--- src/design/solr_pkg.sv ---
// constants, codes and carriers shared by the output/lock-detect register bank
// assumes one 10 MHz system clock; serial pins already synchronous to it
package solr_pkg;

   localparam int unsigned WORD_W         = 32;
   localparam int unsigned IDX_W          = 3;
   localparam logic [2:0]  IDX_OUTPUT     = 3'h4;
   localparam logic [2:0]  IDX_LOCKMODE   = 3'h5;
   localparam logic [2:0]  IDX_STATUS     = 3'h6;
   localparam logic [31:0] LOCKMODE_RESET = 32'h00400005;

   // output configuration word fields
   localparam int unsigned SECOND_PWR_HI  = 7;
   localparam int unsigned SECOND_PWR_LO  = 6;
   localparam int unsigned FIRST_EN_BIT   = 5;
   localparam int unsigned FIRST_PWR_HI   = 4;
   localparam int unsigned FIRST_PWR_LO   = 3;

   // lock-detect and mode word fields
   localparam int unsigned AUTO_INT_BIT   = 24;
   localparam int unsigned LOCK_FN_HI     = 23;
   localparam int unsigned LOCK_FN_LO     = 22;
   localparam int unsigned MUX_MSB_BIT    = 18;

   // lock pin functions
   localparam logic [1:0]  LOCK_FN_LOW     = 2'h0;
   localparam logic [1:0]  LOCK_FN_DIGITAL = 2'h1;
   localparam logic [1:0]  LOCK_FN_ANALOG  = 2'h2;
   localparam logic [1:0]  LOCK_FN_HIGH    = 2'h3;

   // power codes: 0 = -4 dBm, 1 = -1 dBm, 2 = +2 dBm, 3 = +5 dBm
   localparam logic [1:0]  PWR_MINUS4     = 2'h0;

   // mux select code that routes the status readback to the mux pin
   localparam logic [3:0]  MUX_READBACK   = 4'hc;

   localparam logic [7:0]  STATUS_RSVD_HI = 8'h00;
   localparam logic [10:0] STATUS_RSVD_MID = 11'h000;
   localparam logic [11:0] FRAC_ZERO      = 12'h000;

   // status inputs travelling together
   typedef struct packed {
      logic [2:0] tuneAdc;
      logic [5:0] activeCore;
   } solr_status_s;

   // one received configuration word
   typedef struct packed {
      logic        valid;
      logic [31:0] data;
   } solr_word_s;

endpackage

--- src/design/solr_regs.sv ---
// output configuration, lock-detect/mode and status registers of the synthesizer
// assumes the host drives the serial pins synchronously and keeps reserved bits zero
// How it works
// - word index bits 2:0 pick register
// - bits 7:6 set second output power
// - bit 5 enables first output
// - bits 4:3 set first output power
// - lock/mode register resets to 00400005
// - auto bit and zero fraction: integer mode
// - auto bit clear keeps fractional mode
// - bits 23:22 choose lock pin source
// - bit 18 is mux select msb
// - status register ignores write data
// - por bit set until status read
// - status 22:20 give tuning voltage adc
// - status 8:3 give active core index
// - status read serially via mux pin
`timescale 1ns/10ps
`default_nettype none
module solr_regs
(
   input  wire logic                   clk_sys,
   input  wire logic                   rst,
   input  wire logic                   serClk,
   input  wire logic                   serData,
   input  wire logic                   serLatch,
   input  wire logic [2:0]             muxSelectLow,
   input  wire logic [11:0]            fracValue,
   input  wire logic                   digitalLock,
   input  wire logic                   analogLock,
   input  wire logic                   secondOutputEnable,
   input  wire solr_pkg::solr_status_s statusIn,
   output var  logic                   lockPin,
   output var  logic                   integerMode,
   output var  logic                   firstRfOutput,
   output var  logic [1:0]             firstOutputPower,
   output var  logic                   secondRfOutput,
   output var  logic [1:0]             secondOutputPower,
   output var  logic [3:0]             muxSelect,
   output var  logic                   multiplexedOutputPin
);
   import solr_pkg::*;

   typedef struct packed {
      // stored configuration fields
      logic [1:0]        secondPwrCfg;
      logic              firstEnCfg;
      logic [1:0]        firstPwrCfg;
      logic [WORD_W-1:0] lockMode;
      // status readback
      logic              porPending;
      logic [WORD_W-1:0] readShift;
      // registered pin levels
      logic              lockPin;
      logic              integerMode;
      logic              firstRf;
      logic [1:0]        firstPwr;
      logic              secondRf;
      logic [1:0]        secondPwr;
      logic [3:0]        muxSel;
      logic              muxPin;
   } solr_state_s;

   // register copy, its next value and the combinational helpers
   solr_state_s        state_q;
   solr_state_s        state_d;
   logic               clkRise;
   solr_word_s         word;
   logic [WORD_W-1:0]  statusWord;
   logic [3:0]         muxSelNext;

   // serial front end: pin edges and word assembly
   solr_serial_rx u_rx
   (
      .clk_sys    (clk_sys),
      .rst        (rst),
      .serClk     (serClk),
      .serData    (serData),
      .serLatch   (serLatch),
      .serClkRise (clkRise),
      .wordOut    (word)
   );

   // status image; the index field reads back as the register's own index
   // built from the flag's current value, so the first load still shows it set
   assign statusWord = {STATUS_RSVD_HI,                                             // reserved top byte
                        state_q.porPending,
                        statusIn.tuneAdc,
                        STATUS_RSVD_MID,                                            // reserved middle bits
                        statusIn.activeCore,
                        IDX_STATUS};

   // register writes, readback shifting and the derived pin levels
   always_comb
   begin
      state_d    = state_q;
      // select as it stands before this word lands
      muxSelNext = {state_q.lockMode[MUX_MSB_BIT], muxSelectLow};
      // a committed word takes priority; a serial rise in that cycle is not shifted
      if (word.valid)
      begin
         unique case (word.data[IDX_W-1:0])
            IDX_OUTPUT:
            begin
               // only the low fields of this word live in this bank
               state_d.secondPwrCfg = word.data[SECOND_PWR_HI:SECOND_PWR_LO];
               state_d.firstEnCfg   = word.data[FIRST_EN_BIT];
               state_d.firstPwrCfg  = word.data[FIRST_PWR_HI:FIRST_PWR_LO];
            end
            IDX_LOCKMODE:
            begin
               // reserved bits are stored as sent; the host keeps them zero
               // nothing checks them here, so a stray one is simply kept
               state_d.lockMode = word.data;
            end
            IDX_STATUS:
            begin
               // a status write's data never alters status; in readback mode it starts a read and clears the por flag
               if (muxSelNext == MUX_READBACK)
               begin
                  state_d.readShift  = statusWord;
                  state_d.porPending = 1'b0;
               end
            end
            default:
            begin
               // indices 0 to 3 and 7 belong to other banks
               state_d.readShift = state_q.readShift;
            end
         endcase
      end
      else if (clkRise)
      begin
         // each serial clock rise presents the next status bit, msb first
         // zeros fill from below, so reading past 32 bits returns zeros
         state_d.readShift = {state_q.readShift[WORD_W-2:0], 1'b0};
      end

      // stored msb over the low select bits held in another bank
      state_d.muxSel = {state_d.lockMode[MUX_MSB_BIT], muxSelectLow};
      // outside readback mode the pin rests low instead of showing stale bits
      state_d.muxPin = (state_d.muxSel == MUX_READBACK) ? state_d.readShift[WORD_W-1] : 1'b0;

      // lock inputs are taken as they stand each cycle
      unique case (state_d.lockMode[LOCK_FN_HI:LOCK_FN_LO])
         LOCK_FN_LOW:
         begin
            // pin parked low
            state_d.lockPin = 1'b0;
         end
         LOCK_FN_DIGITAL:
         begin
            // digital indication, one cycle behind its input
            state_d.lockPin = digitalLock;
         end
         LOCK_FN_ANALOG:
         begin
            // analog indication passed through as a level
            state_d.lockPin = analogLock;
         end
         LOCK_FN_HIGH:
         begin
            // pin parked high
            state_d.lockPin = 1'b1;
         end
      endcase

      // integer mode only with the auto bit set and a zero fraction
      // the fraction lives in another bank and is followed one cycle late
      state_d.integerMode = state_d.lockMode[AUTO_INT_BIT] && (fracValue == FRAC_ZERO);

      // a disabled output carries no signal and reports the lowest code
      state_d.firstRf   = state_d.firstEnCfg;
      if (state_d.firstEnCfg)
      begin
         state_d.firstPwr = state_d.firstPwrCfg;
      end
      else
      begin
         // the stored code is kept, though re-enabling rewrites it from bits 4:3 of the same word
         state_d.firstPwr = PWR_MINUS4;
      end
      // the second enable comes from the upper field outside this bank
      state_d.secondRf  = secondOutputEnable;
      if (secondOutputEnable)
      begin
         state_d.secondPwr = state_d.secondPwrCfg;
      end
      else
      begin
         state_d.secondPwr = PWR_MINUS4;
      end
   end

   // por flag and lock/mode default are constants under reset
   always_ff @(posedge clk_sys or posedge rst)
   begin
      if (rst)
      begin
         // output configuration has no set default; zero keeps the first output off
         // readback shift starts empty, so the mux pin rests low
         state_q            <= '0;
         state_q.lockMode   <= LOCKMODE_RESET;
         state_q.porPending <= 1'b1;
      end
      else
      begin
         state_q <= state_d;
      end
   end

   // every output straight from its flip-flop
   assign lockPin              = state_q.lockPin;
   assign integerMode          = state_q.integerMode;
   assign firstRfOutput        = state_q.firstRf;
   assign firstOutputPower     = state_q.firstPwr;
   assign secondRfOutput       = state_q.secondRf;
   assign secondOutputPower    = state_q.secondPwr;
   assign muxSelect            = state_q.muxSel;
   assign multiplexedOutputPin = state_q.muxPin;

endmodule
`default_nettype wire

--- src/design/solr_serial_rx.sv ---
// serial word receiver: shifts data in msb first on clock rises, hands a word over on latch rise
// assumes all three pins are synchronous to clk_sys and slower than it
`timescale 1ns/10ps
`default_nettype none
module solr_serial_rx
(
   input  wire logic               clk_sys,
   input  wire logic               rst,
   input  wire logic               serClk,
   input  wire logic               serData,
   input  wire logic               serLatch,
   output var  logic               serClkRise,
   output var  solr_pkg::solr_word_s wordOut
);
   import solr_pkg::*;

   typedef struct packed {
      logic               clkPrev;
      logic               latchPrev;
      logic [WORD_W-1:0]  shift;
      logic               clkRise;
      solr_word_s         word;
   } solr_rx_s;

   solr_rx_s state_q;
   solr_rx_s state_d;

   // edge detection on the sampled pins; bits shift only while latch is low
   always_comb
   begin
      state_d            = state_q;
      state_d.clkPrev    = serClk;
      state_d.latchPrev  = serLatch;
      state_d.clkRise    = serClk & ~state_q.clkPrev;
      state_d.word.valid = 1'b0;
      if (serClk && !state_q.clkPrev && !serLatch)
      begin
         state_d.shift = {state_q.shift[WORD_W-2:0], serData};
      end
      // latch rise commits the word, even a short one: stale bits fill the top
      if (serLatch && !state_q.latchPrev)
      begin
         state_d.word.valid = 1'b1;
         state_d.word.data  = state_q.shift;
      end
   end

   always_ff @(posedge clk_sys or posedge rst)
   begin
      if (rst)
      begin
         state_q <= '0;
      end
      else
      begin
         state_q <= state_d;
      end
   end

   assign serClkRise = state_q.clkRise;
   assign wordOut    = state_q.word;

endmodule
`default_nettype wire

--- config.mk ---
export PLATFORM = sky130hd
export DESIGN_NAME = solr_regs
export DESIGN_NICKNAME = d
export VERILOG_FILES = /design/src/design/solr_pkg.sv /design/src/design/solr_regs.sv /design/src/design/solr_serial_rx.sv
export SDC_FILE = /design/constraint.sdc
export NUM_CORES = 1
export LEC_CHECK = 0
export ABC_AREA = 1
export BUFFER_PORTS_ARGS = -buffer_cell sky130_fd_sc_hd__buf_2
export CAP_MARGIN = 20
export CORE_ASPECT_RATIO = 1.25
export CORE_UTILIZATION = 60
export CTS_CLUSTER_DIAMETER = 40
export DETAILED_ROUTE_END_ITERATION = 6
export PLACE_DENSITY = 0.92
export SLEW_MARGIN = 0
export SYNTH_ARGS = -nofsm -noshare
export SYNTH_HDL_FRONTEND = slang
export SYNTH_SLANG_ARGS = --single-unit
--- constraint.sdc ---
create_clock -name clk_sys -period 4.6 [get_ports clk_sys]
set_clock_uncertainty 0.05 [all_clocks]
set_input_delay 0.46 -clock clk_sys [delete_from_list [all_inputs] [get_ports clk_sys]]
set_output_delay 0.46 -clock clk_sys [all_outputs]
set_load 0.01 [all_outputs]
======== After elaboration in Yosys (flattened, before gate mapping) ========
Cells that the tools add are included.
storage, ports and cells
  bits in registers ....................... 150
  word-level logic and storage cells ...... 59
  bits of input ports ..................... 32
operators by class
  bitwise operators ....................... 2
  reduce and logical (&&, ||, !) cells .... 13
  mux-type cells .......................... 13
  equal/unequal tests ..................... 10
operators with widths
  cell                                                              count
  32-bit two-way mux                                                4
  33-bit two-way mux                                                2
  38-bit two-way mux                                                1
  12-bit zero test                                                  1
  3-bit == test (second input constant)                             3
  4-bit == test (second input constant)                             2
  3-bit AND reduction                                               2
  5-bit two-way mux                                                 1
  2-bit == test (second input constant)                             2
  1-bit logical AND                                                 4
  2-bit two-way mux                                                 2
  2-bit inequality test (second input constant)                     2
  1-bit one-hot mux with 4 select lines                             1
  1-bit zero test                                                   3
  2-bit by 1-bit == test with 1-bit output (second input constant)  1
  2-bit zero test                                                   1
  1-bit two-way mux                                                 2
  2-bit AND reduction                                               1
  2-bit nonzero test                                                1
  1-bit bitwise AND                                                 1
  1-bit inverter                                                    1

======== Logic depth before layout (Yosys ltp) ========
Gate-level depths: netlist (run 1).
  depth after elaboration ................. 6
  depth in mapped cells ................... 8

======== Hierarchy ========
From an unflattened synthesis (run 1), not the netlist that was laid out.
unflattened totals
  cell total of the unflattened synthesis .. 590
  area total of the unflattened synthesis .. 5,340.1 µm²
by module, submodules not included
  module          area each (µm²)  times used  sequential area each (µm²)  cells each
  solr_serial_rx  2,909.0          1           1,701.6                     321
  solr_regs       2,431.1          1           1,303.8                     269

======== Worst setup path before layout (run 1) ========
No wires, ideal clock.
  path type ............................... input to register
  start point ............................. input serLatch
  end point ............................... register u_rx.state_q (netlist bit u_rx.wordOut[24])
  library setup time ...................... 128 ps
  buffers on the path ..................... 1
  setup slack ............................. 3,336 ps
  stages on the path ...................... 4
  data required time ...................... 4,422 ps
  arrival ................................. 1,086 ps
  cells stage by stage .................... inv_2 -> nor2_1 -> buf_2 -> mux2_1
on the way
  longest elaborated chain between the ends .. 1
RTL lines
  item                  RTL line              RTL
  from (decl)           solr_regs.sv:26       input wire logic serLatch,
  1-bit logical AND     solr_serial_rx.sv:41  if (serLatch && !state_q.latchPrev)
  to (signal assigned)  solr_serial_rx.sv:56  state_q <= state_d;
  to (decl)             solr_serial_rx.sv:25  solr_rx_s state_q;
Every way passes these cells.
A chain may end at the register's enable or synchronous reset.

======== Worst setup path in the final report (run 1) ========
  start point ............................. register u_rx.state_q (netlist bit u_rx.wordOut[32])
  end point ............................... register state_q[15] (netlist name)
on the way
  longest elaborated chain between the ends .. 2
  elaborated cells between the ends (all ways) .. 5
  classes of those cells .................. eq/ne: 2; mux: 1; reduce/logical: 2
RTL lines
  item                                                                          RTL line          RTL
  2-bit inequality test (no line) / 2-bit nonzero test (equally long branches)  -
  3-bit AND reduction (no line)                                                 -
  to (signal assigned)                                                          solr_regs.sv:208  state_q <= state_d;
  to (decl)                                                                     solr_regs.sv:65   solr_state_s state_q;
Several ways; a longest one is shown, not always the timed one.

==> metrics.md, run 1 <==
| Metric | Value |
|---|---|
| F_max | `0.5555 GHz` |
| Distinct cells, synth | `27` |
| Crit path kind | `flop to flop` |
| WP buf/inv | `2` |
| Max-cap viol count | `0` |
| Site row count | `32` |
| Ys Warns | `0` |
| Clock Latency Late Sink | `0.36 ns` |
| DRT Pass-1 Iters | `4` |
| Inserted Clock Buffers | `9` |
| Drc violations | `0` |
| CTS tree | `done` |
| CORE AREA | `0.006126 sq mm` |
| Drt initial violations | `182` |
| Power Density | `506.4 mW/mm^2` |
| Post-Syn Area | `0.003789 sq mm` |
| Vias in the first global route | `2509` |
| Root Driver | `clkbuf_8` |
| Synth Area per Inst | `10.02 sq um` |
| Crit path arrival time | `1.98 ns` |
| Setup TNS | `0 ns` |
| First-pass GRT wire length | `11180 um` |
| Storage cell area | `0.002330 sq mm` |
| CP max stage delay | `0.53 ns` |
| Final number of max-transition violations | `0` |
| Worst path top cell family by delay | `simple AND/OR/NAND/NOR gates` |
| Slowest CP cell | `nand2_2` |
| Element type at the critical path start | `flop` |
| Multi-input logic area | `0.001062 sq mm` |
| Port bufs | `44` |
| DIE AREA | `0.006638 sq mm` |
| H-tree levels | `3` |
| Remaining antenna violation count | `0` |
| Layout fillers | `433` |
| I/O Pins | `45` |
| Layout area overhead | `11.62%` |
| Vias per Instance | `5.079` |
| Setup Viol. Count Final | `0` |
| Cell count after synthesis | `378` |
| Area after DPL | `0.003959 sq mm` |
| Maximum vdd drop | `0.2374 mV` |
| Syn Nets | `410` |
| Die Height | `90.84 um` |
| Grt total ovfl | `0` |
| GRT Overall Usage | `22.51%` |
| DP HPWL | `4456 um` |
| Setup crit end kind | `flop` |
| Register bit count reported by yosys | `93` |
| Final WL | `6897 um` |
| Largest net degree at the start of global routing | `61` |
| Status | `finished clean` |
| Tcrit/Tclk final | `39.14%` |
| Placer Congestion | `0.7706` |
| Sequential-to-total area share from yosys stat | `61.49%` |
| Cell mode on critical path | `inv_1` |
| NumNets Final | `447` |
| CP Cell Sequence | `inv_1 > nand2_2 > inv_1 > nor2_1 > o21ai_0` |
| Fin area | `0.004229 sq mm` |
| Critical Path RT | `4.78 ns` |
| Slew @ Worst Pin | `0.7147 ns` |
| Initial core utilization | `61.85%` |
| Relative slew slack | `52.19%` |
| CTS clock-pin slew for the worst setup and hold paths | `0.09 ns` |
| Ant. Diodes | `0` |
| Final Hold Viols | `0` |
| Final min period | `1.800 ns` |
| Layout cell share with drive strength beyond 1 | `23.81%` |
| WL/cell | `13.66 um` |
| Longest Clk Path Bufs | `2` |
| Clk sink count | `93` |
| HP Class | `input pin to flop` |
| LEAKAGE | `2.208 nW` |
| RSZ-0062 raised after global routing | `no` |
| PostCTS Resize Cnt | `0` |
| Antenna violations before repair | `0` |
| Die width | `73.08 um` |
| Vias | `2565` |
| Critical Path Fanout Max | `34` |
## final cells by class
type | instances | area share (%)
clock buffer | 11 | 3.580
clock inverter | 5 | 1.923
inverter | 59 | 5.325
multi-input combinational | 204 | 25.12
sequential | 93 | 55.09
tap | 85 | 2.515
timing repair buffer | 48 | 6.450
## stage by stage
step | util [%] | hold slack, ns | power [mW] | setup slack (ns) | cells
2_1_floorplan | - | 0.3740 | 1.422 | 1.673 | 378
3_3_place_gp | 64.62 | 0.3826 | 1.483 | 2.843 | 487
3_5_place_dp | 64.62 | 0.3862 | 1.524 | 2.812 | 487
4_1_cts | 68.42 | 0.1599 | 2.146 | 2.818 | 503
5_1_grt | 69.04 | 0.1525 | 2.259 | 2.651 | 505
6_report | 69.04 | 0.1696 | 2.141 | 2.800 | 505
## worst reg2reg max path: cells and delay by family (launching register included)
kind,cells,cell delay (ns)
simple gates,2,0.69
compound gates,1,0.09
flops,1,0.39
buf+inv,2,0.46
## cells by family (layout without fill, tap and decap cells)
logic type | count (synthesis) | after routing | synth area share, %
buffers and inverters | 81 | 123 | 10.47
DFF | 93 | 93 | 61.49
and+or+nand+nor | 140 | 140 | 17.11
muxes | 1 | 1 | 0.2972
AOI/OAI and AO/OA | 63 | 63 | 10.63
## power breakdown
group | internal, mW | switching, mW
Sequential | 1.02 | 0.0976
Clock | 0.337 | 0.280
Combinational | 0.155 | 0.249
Total | 1.52 | 0.626
## cell usage after synthesis (all sizes together)
cell type  number  area (sq um)
a21oi          16         80.08
buf            20         165.1
clkbuf          2         7.510
dfrtp          91          2277
dfstp           2         52.55
inv            59         224.0
mux2            1         11.26
nand2          75         311.6
nand3          26         165.2
nand4           1         6.260
nor2           37         158.9
nor4            1         6.260
o21ai          33         172.7
o22ai          14         150.1
## worst paths after layout
| kind | startpoint | endpoint | slack, ns | cells after the start |
|---|---|---|---|---|
| setup / recovery | u_rx.wordOut[32] | state_q[15] | 2.80 | 5 |
| hold / removal | muxSelectLow[0] | muxSelect[0] | 0.17 | 1 |
| setup reg to reg | u_rx.wordOut[32] | state_q[15] | 2.80 | 5 |
| hold reg to reg | state_q[45] | state_q[45] | 0.40 | 2 |
| max in group asynchronous | rst | state_q[45] | 3.04 | 5 |
| min in group asynchronous | rst | firstOutputPower[0] | 0.47 | 3 |
## state kept, by name, indices dropped and copies added (netlist names), 2 cells and up
signal             count
secondOutputPower      2
u_rx.state_q          27
u_rx.wordOut          13
state_q               39
muxSelect              3
firstOutputPower       2
## metal layers
layer  wire length, um  global-route usage [%]  up-vias
met3               189                   7.143       15
met1              2668                   24.81     1251
li1                  -                       -     1247
met4               147                   8.660        0
met2              3891                   39.43       52
met5                 0                       0        -
## placed cells by master (no fill, tap or decap), drive strengths merged, types with 2 or more instances in the layout
cell type	netlist	routed
buf	20	47
nand3	26	26
a21oi	16	16
dfrtp	91	91
clkbuf	2	11
bufinv	0	2
o22ai	14	14
clkinv	0	2
nand2	75	75
dfstp	2	2
nor2	37	37
o21ai	33	33
inv	59	59
## what timing repair did
action	CTS	global route
hold buffers	0	1
buffers inserted	0	0
endpoints found under the hold margin	0	2
No activity file was read; power rests on OpenSTA's default activity.
==> run 2: changes to the inputs <==
--- a/config.mk
+++ b/config.mk
@@ -5,14 +5,14 @@
 export SDC_FILE = /design/constraint.sdc
 export NUM_CORES = 1
 export LEC_CHECK = 0
-export ABC_AREA = 1
+export ABC_AREA = 0
 export BUFFER_PORTS_ARGS = -buffer_cell sky130_fd_sc_hd__buf_2
 export CAP_MARGIN = 20
 export CORE_ASPECT_RATIO = 1.25
-export CORE_UTILIZATION = 60
+export CORE_UTILIZATION = 51
 export CTS_CLUSTER_DIAMETER = 40
 export DETAILED_ROUTE_END_ITERATION = 6
-export PLACE_DENSITY = 0.92
+export PLACE_DENSITY = 0.84
 export SLEW_MARGIN = 0
 export SYNTH_ARGS = -nofsm -noshare
 export SYNTH_HDL_FRONTEND = slang
==> constraint.sdc (replaced) <==
create_clock -name clk_sys -period 1.55 [get_ports clk_sys]
set_clock_uncertainty 0.05 [all_clocks]
set_input_delay 0.155 -clock clk_sys [delete_from_list [all_inputs] [get_ports clk_sys]]
set_output_delay 0.155 -clock clk_sys [all_outputs]
set_load 0.01 [all_outputs]
==> run 2 against run 1 <==
Compared with the run above:
- count of clock-buffer cells in the layout unchanged
- non-clock buffer count rose by 27
- die area up 12%
- setup slack worse by 2.8 ns
==> metrics.md, run 2 <==
| Metric | Value |
|---|---|
| Grt total ovfl | `0 (unchanged)` |
| Top post-synthesis cells by count | `dfrtp_1, mux2_2, nand2_1, o21ai_0, and2_1 (was dfrtp_1, nand2_1, inv_1, nor2_1, o21ai_0)` |
| Final Hold Viols | `0 (unchanged)` |
| Vias in the first global route | `2277 (was 2509)` |
| Crit path kind | `flop to flop (unchanged)` |
| Storage cell area | `0.002330 sq mm (unchanged)` |
| Cell count after synthesis | `273 (was 378)` |
| Layout area overhead | `20.72% (was 11.62%)` |
| Utilization after layout | `63.19% (was 69.04%)` |
| Initial core utilization | `52.35% (was 61.85%)` |
| PnR Total Power | `5.383 mW (was 2.141 mW)` |
| Layout cell share with drive strength beyond 1 | `37.43% (was 23.81%)` |
| Largest net degree at the start of global routing | `39 (was 61)` |
| Site row count | `34 (was 32)` |
| LEAKAGE | `2.141 nW (was 2.208 nW)` |
| RSZ-0062 raised after global routing | `yes (was no)` |
| Predominant post-synthesis flop cell | `dfrtp_1 (unchanged)` |
| CTS tree | `done (unchanged)` |
| CTS clock-pin slew for the worst setup and hold paths | `0.08 ns (was 0.09 ns)` |
| Layout fillers | `499 (was 433)` |
| Post-Syn Area | `0.003630 sq mm (was 0.003789 sq mm)` |
| Final min period | `1.530 ns (was 1.800 ns)` |
| Port bufs | `44 (unchanged)` |
| HP Class | `input pin to flop (unchanged)` |
| Placer Congestion | `0.6934 (was 0.7706)` |
| Min-delay src | `fracValue[7] (was muxSelectLow[0])` |
| Commonest non-fill, non-tap cells in the layout | `dfrtp_1, mux2_2, buf_2, nand2_1, o21ai_0 (was dfrtp_1, nand2_1, inv_1, buf_2, nor2_1)` |
| Element type at the critical path start | `flop (unchanged)` |
| Antenna violations before repair | `0 (unchanged)` |
| Fin area | `0.004382 sq mm (was 0.004229 sq mm)` |
| Slowest CP cell | `dfrtp_1 (was nand2_2)` |
| Status | `finished clean (unchanged)` |
| Clock Latency Late Sink | `0.36 ns (about the same)` |
| FF-to-FF End | `state_q[35] (was state_q[15])` |
| Hold WS | `0.04068 ns (was 0.1696 ns)` |
| Synth top area cells | `dfrtp_1, mux2_2, nand2_1, a221o_1, o21ai_0 (was dfrtp_1, nand2_1, inv_1, o21ai_0, o22ai_2)` |
| Sequential-to-total area share from yosys stat | `64.18% (was 61.49%)` |
| FFs w/ async S/R, synth | `100.0% (unchanged)` |
| Worst reg-to-reg path cell count | `4 (was 5)` |
| Synth Area per Inst | `13.30 sq um (was 10.02 sq um)` |
| Ys Warns | `0 (unchanged)` |
| NumNets Final | `369 (was 447)` |
| Vias per Instance | `5.204 (was 5.079)` |
| Post-synth EDFFs | `0 (unchanged)` |
| Worst path top cell family by delay | `simple AND/OR/NAND/NOR gates (unchanged)` |
| Most flops, register | `state_q (unchanged)` |
| Synth area leader | `dfrtp_1 (unchanged)` |
| CP max stage delay | `0.42 ns (was 0.53 ns)` |
| Ant. Diodes | `0 (unchanged)` |
| DRT Pass-1 Iters | `4 (unchanged)` |
| Root Driver | `clkbuf_8 (unchanged)` |
| F_max | `0.6536 GHz (was 0.5555 GHz)` |
| Die Height | `96.32 um (was 90.84 um)` |
| DIE AREA | `0.007460 sq mm (was 0.006638 sq mm)` |
| Setup crit end kind | `flop (unchanged)` |
| Hold-critical path depth | `3 (was 1)` |
| Crit path arrival time | `1.72 ns (was 1.98 ns)` |
| RR Startpoint | `u_rx.wordOut[32] (unchanged)` |
| Area fraction of the dominant cell type after synthesis | `62.74% (was 60.11%)` |
| WL/cell | `14.49 um (was 13.66 um)` |
| Final number of max-transition violations | `0 (unchanged)` |
| Max-cap viol count | `0 (unchanged)` |
| Power Density | `1228 mW/mm^2 (was 506.4 mW/mm^2)` |
| Clk sink count | `93 (unchanged)` |
| Commonest non-fill, non-tap cell in the layout | `dfrtp_1 (unchanged)` |
| Multi-input logic area | `0.001180 sq mm (was 0.001062 sq mm)` |
| Distinct cells, synth | `31 (was 27)` |
| H-tree levels | `3 (unchanged)` |
| WP buf/inv | `1 (was 2)` |
| CP Cell Sequence | `and3b_1 > and4_4 > buf_12 > a221o_1 (was inv_1 > nand2_2 > inv_1 > nor2_1 > o21ai_0)` |
| Register bit count reported by yosys | `93 (unchanged)` |
| Slew @ Worst Pin | `0.5181 ns (was 0.7147 ns)` |
| Setup Viol. Count Final | `0 (unchanged)` |
| Drt initial violations | `163 (was 182)` |
| Vias | `2248 (was 2565)` |
| GRT Overall Usage | `18.68% (was 22.51%)` |
| Longest Clk Path Bufs | `2 (unchanged)` |
| Hold Path End | `integerMode (was muxSelect[0])` |
| Critical Path Fanout Max | `33 (was 34)` |
| Tcrit/Tclk final | `98.72% (was 39.14%)` |
| Number of flip-flops in the largest register | `39 (unchanged)` |
| Remaining antenna violation count | `0 (unchanged)` |
| Final WL | `6261 um (was 6897 um)` |
| First-pass GRT wire length | `10490 um (was 11180 um)` |
| Die width | `77.46 um (was 73.08 um)` |
| I/O Pins | `45 (unchanged)` |
| Worst R2R Setup Slack | `0.02 ns (was 2.80 ns)` |
| Relative slew slack | `65.38% (was 52.19%)` |
| DP HPWL | `4158 um (was 4456 um)` |
| Most frequent cell after synthesis | `dfrtp_1 (unchanged)` |
| Drc violations | `0 (unchanged)` |
| CORE AREA | `0.006934 sq mm (was 0.006126 sq mm)` |
| Syn Nets | `305 (was 410)` |
| Inserted Clock Buffers | `9 (unchanged)` |
| Maximum vdd drop | `0.7220 mV (was 0.2374 mV)` |
| Area after DPL | `0.003971 sq mm (was 0.003959 sq mm)` |
| Critical Path RT | `1.74 ns (was 4.78 ns)` |
-- run 2: cell count changes after synthesis, moves of 10 or more --
cell     delta
nand3_1    -17
nand2_1    -24
nor2_1     -31
o22ai_2    -10
and2_1     +12
mux2_2     +46
a21oi_1    -16
inv_1      -55
a221o_1    +10
-- run 2: stage by stage --
stage                     TNS (ns)  cells  setup WS, ns
after floorplan                  0    273       0.04594
after global placement           0    396       0.04292
after detailed placement         0    396       0.01951
after CTS                        0    430     0.0004328
after global routing      -0.04554    432      -0.01224
final                            0    432       0.01990
-- run 2: layer usage --
layer / part of all wire [%] / global-route usage [%] / vias up
met5: 0 / 0 / -
met4: 1.5 / 11.16 / 0
met3: 3.4 / 2.844 / 10
met2: 52 / 32.15 / 47
met1: 43 / 22.38 / 1133
li1: - / - / 1058
-- run 2: how the worst max path moves through the flow --
stage,start,to,slack (ns),cells past startpoint
floorplan,u_rx.wordOut[32],state_q[21],0.05,5
global placement,muxSelectLow[1],state_q[34],0.04,5
detailed placement,u_rx.wordOut[32],state_q[17],0.02,4
CTS,u_rx.wordOut[32],state_q[35],0.0004,4
global route,u_rx.wordOut[0],state_q[18],-0.01,3
finish,u_rx.wordOut[32],state_q[35],0.02,4
-- run 2: kinds of logic after synthesis --
group / after synthesis / share of synthesized area, %
AOI/OAI and AO/OA: 33 / 6.412
muxes: 48 / 14.82
buffers and inverters: 23 / 4.033
and+or+nand+nor: 76 / 10.55
DFF: 93 / 64.18
-- run 2: power by group --
part | switching, mW | internal, mW | leakage [nW]
sequential | 0.263 | 2.83 | 1.23
combinational | 0.291 | 0.415 | 0.811
clock | 0.800 | 0.780 | 0.103
total | 1.35 | 4.03 | 2.14
-- run 2: repair_timing --
item,in CTS,in global routing
hold buffers,18,0
endpoints found under the hold margin,37,0
buffers inserted,0,2
setup endpoints to repair,0,19
gates resized for setup,0,6
-- run 2: area by class of cell --
| type | instances | share of cell area, % |
|---|---|---|
| sequential | 93 | 53.17 |
| multi-input combinational | 157 | 26.93 |
| timing repair buffer | 75 | 12.79 |
| clock buffer | 11 | 3.227 |
| tap | 90 | 2.570 |
| clock inverter | 5 | 1.142 |
| inverter | 1 | 0.1713 |
-- run 2: worst register-to-register path: cells and delay by family, from the launching register on --
kind                   cells  cell delay (ns)
buffers and inverters      1             0.16
DFF                        1             0.42
and+or+nand+nor            2             0.43
AOI/OAI and AO/OA          1             0.36
==> run 3: changes to the inputs <==
--- a/config.mk
+++ b/config.mk
@@ -8,11 +8,13 @@
 export ABC_AREA = 0
 export BUFFER_PORTS_ARGS = -buffer_cell sky130_fd_sc_hd__buf_2
 export CAP_MARGIN = 20
+export CELL_PAD_IN_SITES_DETAIL_PLACEMENT = 0
+export CELL_PAD_IN_SITES_GLOBAL_PLACEMENT = 2
 export CORE_ASPECT_RATIO = 1.25
-export CORE_UTILIZATION = 51
+export CORE_UTILIZATION = 36
 export CTS_CLUSTER_DIAMETER = 40
 export DETAILED_ROUTE_END_ITERATION = 6
-export PLACE_DENSITY = 0.84
+export PLACE_DENSITY = 0.85
 export SLEW_MARGIN = 0
 export SYNTH_ARGS = -nofsm -noshare
 export SYNTH_HDL_FRONTEND = slang
==> constraint.sdc (replaced) <==
create_clock -name clk_sys -period 1.55 [get_ports clk_sys]
set_clock_uncertainty 0.05 [all_clocks]
set_input_delay 0.31 -clock clk_sys [delete_from_list [all_inputs] [get_ports clk_sys]]
set_output_delay 0.31 -clock clk_sys [all_outputs]
set_load 0.01 [all_outputs]
==> run 3 against run 2 <==
Compared with the run above:
- global-route usage is 6.0 points lower
- via count is 4.2% lower
- non-clock buffer count is 15 lower
- cell area is 1.4% higher
- count of clock-buffer cells in the layout stayed put
- fmax is 1.4% higher
- largest cell class unchanged
- power is 18% higher
- largest power group unchanged
- flip-flop and latch count stayed put
==> metrics.md, run 3 (same netlist as run 2, synthesis figures left out) <==
| Metric | Value |
|---|---|
| Setup crit end kind | `flop (unchanged)` |
| Setup Viol. Count Final | `0 (unchanged)` |
| Seq pwr share | `48.6% (was 57.5%)` |
| Ant. Diodes | `0 (unchanged)` |
| Crit path kind | `flop to flop (unchanged)` |
| Grt total ovfl | `0 (unchanged)` |
| Hold_buf cts | `0 (was 18)` |
| Antenna violations before repair | `0 (unchanged)` |
| Final WL | `6023 um (was 6261 um)` |
| Layout cell share with drive strength beyond 1 | `40.67% (was 37.43%)` |
| Placer Congestion | `0.7003 (was 0.6934)` |
| DRT Pass-1 Iters | `4 (unchanged)` |
| Slew @ Worst Pin | `0.4755 ns (was 0.5181 ns)` |
| Layout area overhead | `22.44% (was 20.72%)` |
| RSZ-0062 raised after global routing | `no (was yes)` |
| Site row count | `40 (was 34)` |
| Crit path arrival time | `1.67 ns (was 1.72 ns)` |
| GRT Overall Usage | `12.64% (was 18.68%)` |
| Comb pwr share | `11.1% (was 13.1%)` |
| DP HPWL | `3949 um (was 4158 um)` |
| Die Height | `114.3 um (was 96.32 um)` |
| Longest Clk Path Bufs | `2 (unchanged)` |
| H-tree levels | `3 (unchanged)` |
| CORE AREA | `0.009709 sq mm (was 0.006934 sq mm)` |
| NumNets Final | `354 (was 369)` |
| Relative slew slack | `68.23% (was 65.38%)` |
| WL/cell | `13.30 um (was 14.49 um)` |
| Final Hold Viols | `0 (unchanged)` |
| F_max | `0.6627 GHz (was 0.6536 GHz)` |
| Final number of max-transition violations | `0 (unchanged)` |
| Number of flip-flops in the largest register | `39 (unchanged)` |
| CTS tree | `done (unchanged)` |
| Clk sink count | `93 (unchanged)` |
| Maximum vdd drop | `0.4704 mV (was 0.7220 mV)` |
| Critical Path Fanout Max | `14 (was 33)` |
| Clock Latency Late Sink | `0.33 ns (was 0.36 ns)` |
| Drt initial violations | `41 (was 163)` |
| Max-cap viol count | `0 (unchanged)` |
| Placed insts | `433 (was 396)` |
| P_sw | `1.423 mW (was 1.354 mW)` |
| First-pass GRT wire length | `10380 um (was 10490 um)` |
| Inserted Clock Buffers | `9 (unchanged)` |
| Element type at the critical path start | `flop (unchanged)` |
| Commonest non-fill, non-tap cells in the layout | `dfrtp_1, mux2_2, buf_2, nand2_1, o21ai_0 (unchanged)` |
| Vias | `2153 (was 2248)` |
| DIE AREA | `0.01049 sq mm (was 0.007460 sq mm)` |
| I/O Pins | `45 (unchanged)` |
| Critical Path RT | `1.71 ns (was 1.74 ns)` |
| Power Density | `1426 mW/mm^2 (was 1228 mW/mm^2)` |
| Final min period | `1.509 ns (was 1.530 ns)` |
| PnR Total Power | `6.337 mW (was 5.383 mW)` |
| Status | `finished clean (unchanged)` |
| Root Driver | `clkbuf_16 (was clkbuf_8)` |
| Remaining antenna violation count | `0 (unchanged)` |
| Vias per Instance | `4.753 (was 5.204)` |
| LEAKAGE | `2.151 nW (was 2.141 nW)` |
| Port bufs | `44 (unchanged)` |
| Commonest non-fill, non-tap cell in the layout | `dfrtp_1 (unchanged)` |
| CTS clock-pin slew for the worst setup and hold paths | `0.07 ns (was 0.08 ns)` |
| HP Class | `input pin to async pin (was input pin to flop)` |
| Vias in the first global route | `2234 (was 2277)` |
| Initial core utilization | `37.38% (was 52.35%)` |
| Hold WS | `0.01169 ns (was 0.04068 ns)` |
| P_int | `4.914 mW (was 4.029 mW)` |
| Largest net degree at the start of global routing | `64 (was 39)` |
| Clock Power Share | `40.3% (was 29.4%)` |
| Tcrit/Tclk final | `97.35% (was 98.72%)` |
| Die width | `91.81 um (was 77.46 um)` |
| Final std cells w/o fill | `453 (was 432)` |
| Drc violations | `0 (unchanged)` |
| Sw Share | `22.45% (was 25.15%)` |
| Most flops, register | `state_q (unchanged)` |
## run 3: cell count changes in the layout (fill, tap and decap cells not counted), sizes merged
cell,previous run,this run
buf,57,60
bufinv,1,3
dlygate4sd3,18,0
clkinv,4,1
clkinvlp,1,2
## run 3: power by group through the flow
stage,sequential (mW),combinational [mW],clock (mW)
floorplan,3.06,0.494,0
global placement,3.12,0.649,0
detailed placement,3.13,0.676,0
CTS,3.09,0.687,2.61
global route,3.14,0.786,2.71
finish,3.08,0.705,2.55
## run 3: path summary, 6_finish.rpt
path                       depth (start not counted)               end  slack, ns             start
max reg2reg                                        4       state_q[21]       0.04  u_rx.wordOut[32]
max                                                4       state_q[21]       0.04  u_rx.wordOut[32]
min in group clk_sys                               1  u_rx.state_q[67]       0.05            serClk
min reg2reg                                        1   u_rx.serClkRise       0.37  u_rx.state_q[67]
min                                                3       state_q[42]       0.01               rst
max in group asynchronous                          3       state_q[68]       1.08               rst
## run 3: worst max-delay path, cell delays in order, from the launching register on
cell and delay, ns:
dfrtp_1 0.41, and3b_2 0.24, and4_4 0.20, buf_12 0.14
a221o_1 0.34
## run 3: area by class of cell
class	instances	area [sq um]
clock inverters	5	106.4
clock buffers	11	252.7
fillers	892	5265
repair buffers	60	402.9
multi-input cells	157	1187
well taps	126	157.7
flip-flops and latches	93	2330
inverters	1	7.507
## run 3: stage by stage
step                      TNS (ns)  setup slack [ns]  utilization (%)  cell area (sq um)
after floorplan                  0           0.04594                -               3633
after global placement      -1.660          -0.07938            41.44               4024
after detailed placement    -2.093           -0.1151            41.44               4024
after CTS                        0          0.006641            45.30               4398
after global routing             0          0.005333            45.77               4444
final                            0           0.04111            45.77               4444
## run 3: routing by layer
layer,up-vias,wire [um],GRT usage (%)
met2,34,2955,20.30
met4,0,143,7.083
met5,-,0,0
li1,1036,-,-
met3,12,180,2.789
met1,1071,2743,15.89
## run 3: timing repair
action / 4_1_cts / 5_1_grt
pin swaps: 0 / 2
cloned: 0 / 0
setup endpoints to repair: 1 / 45
gates resized for setup: 0 / 7
setup buffers: 2 / 2
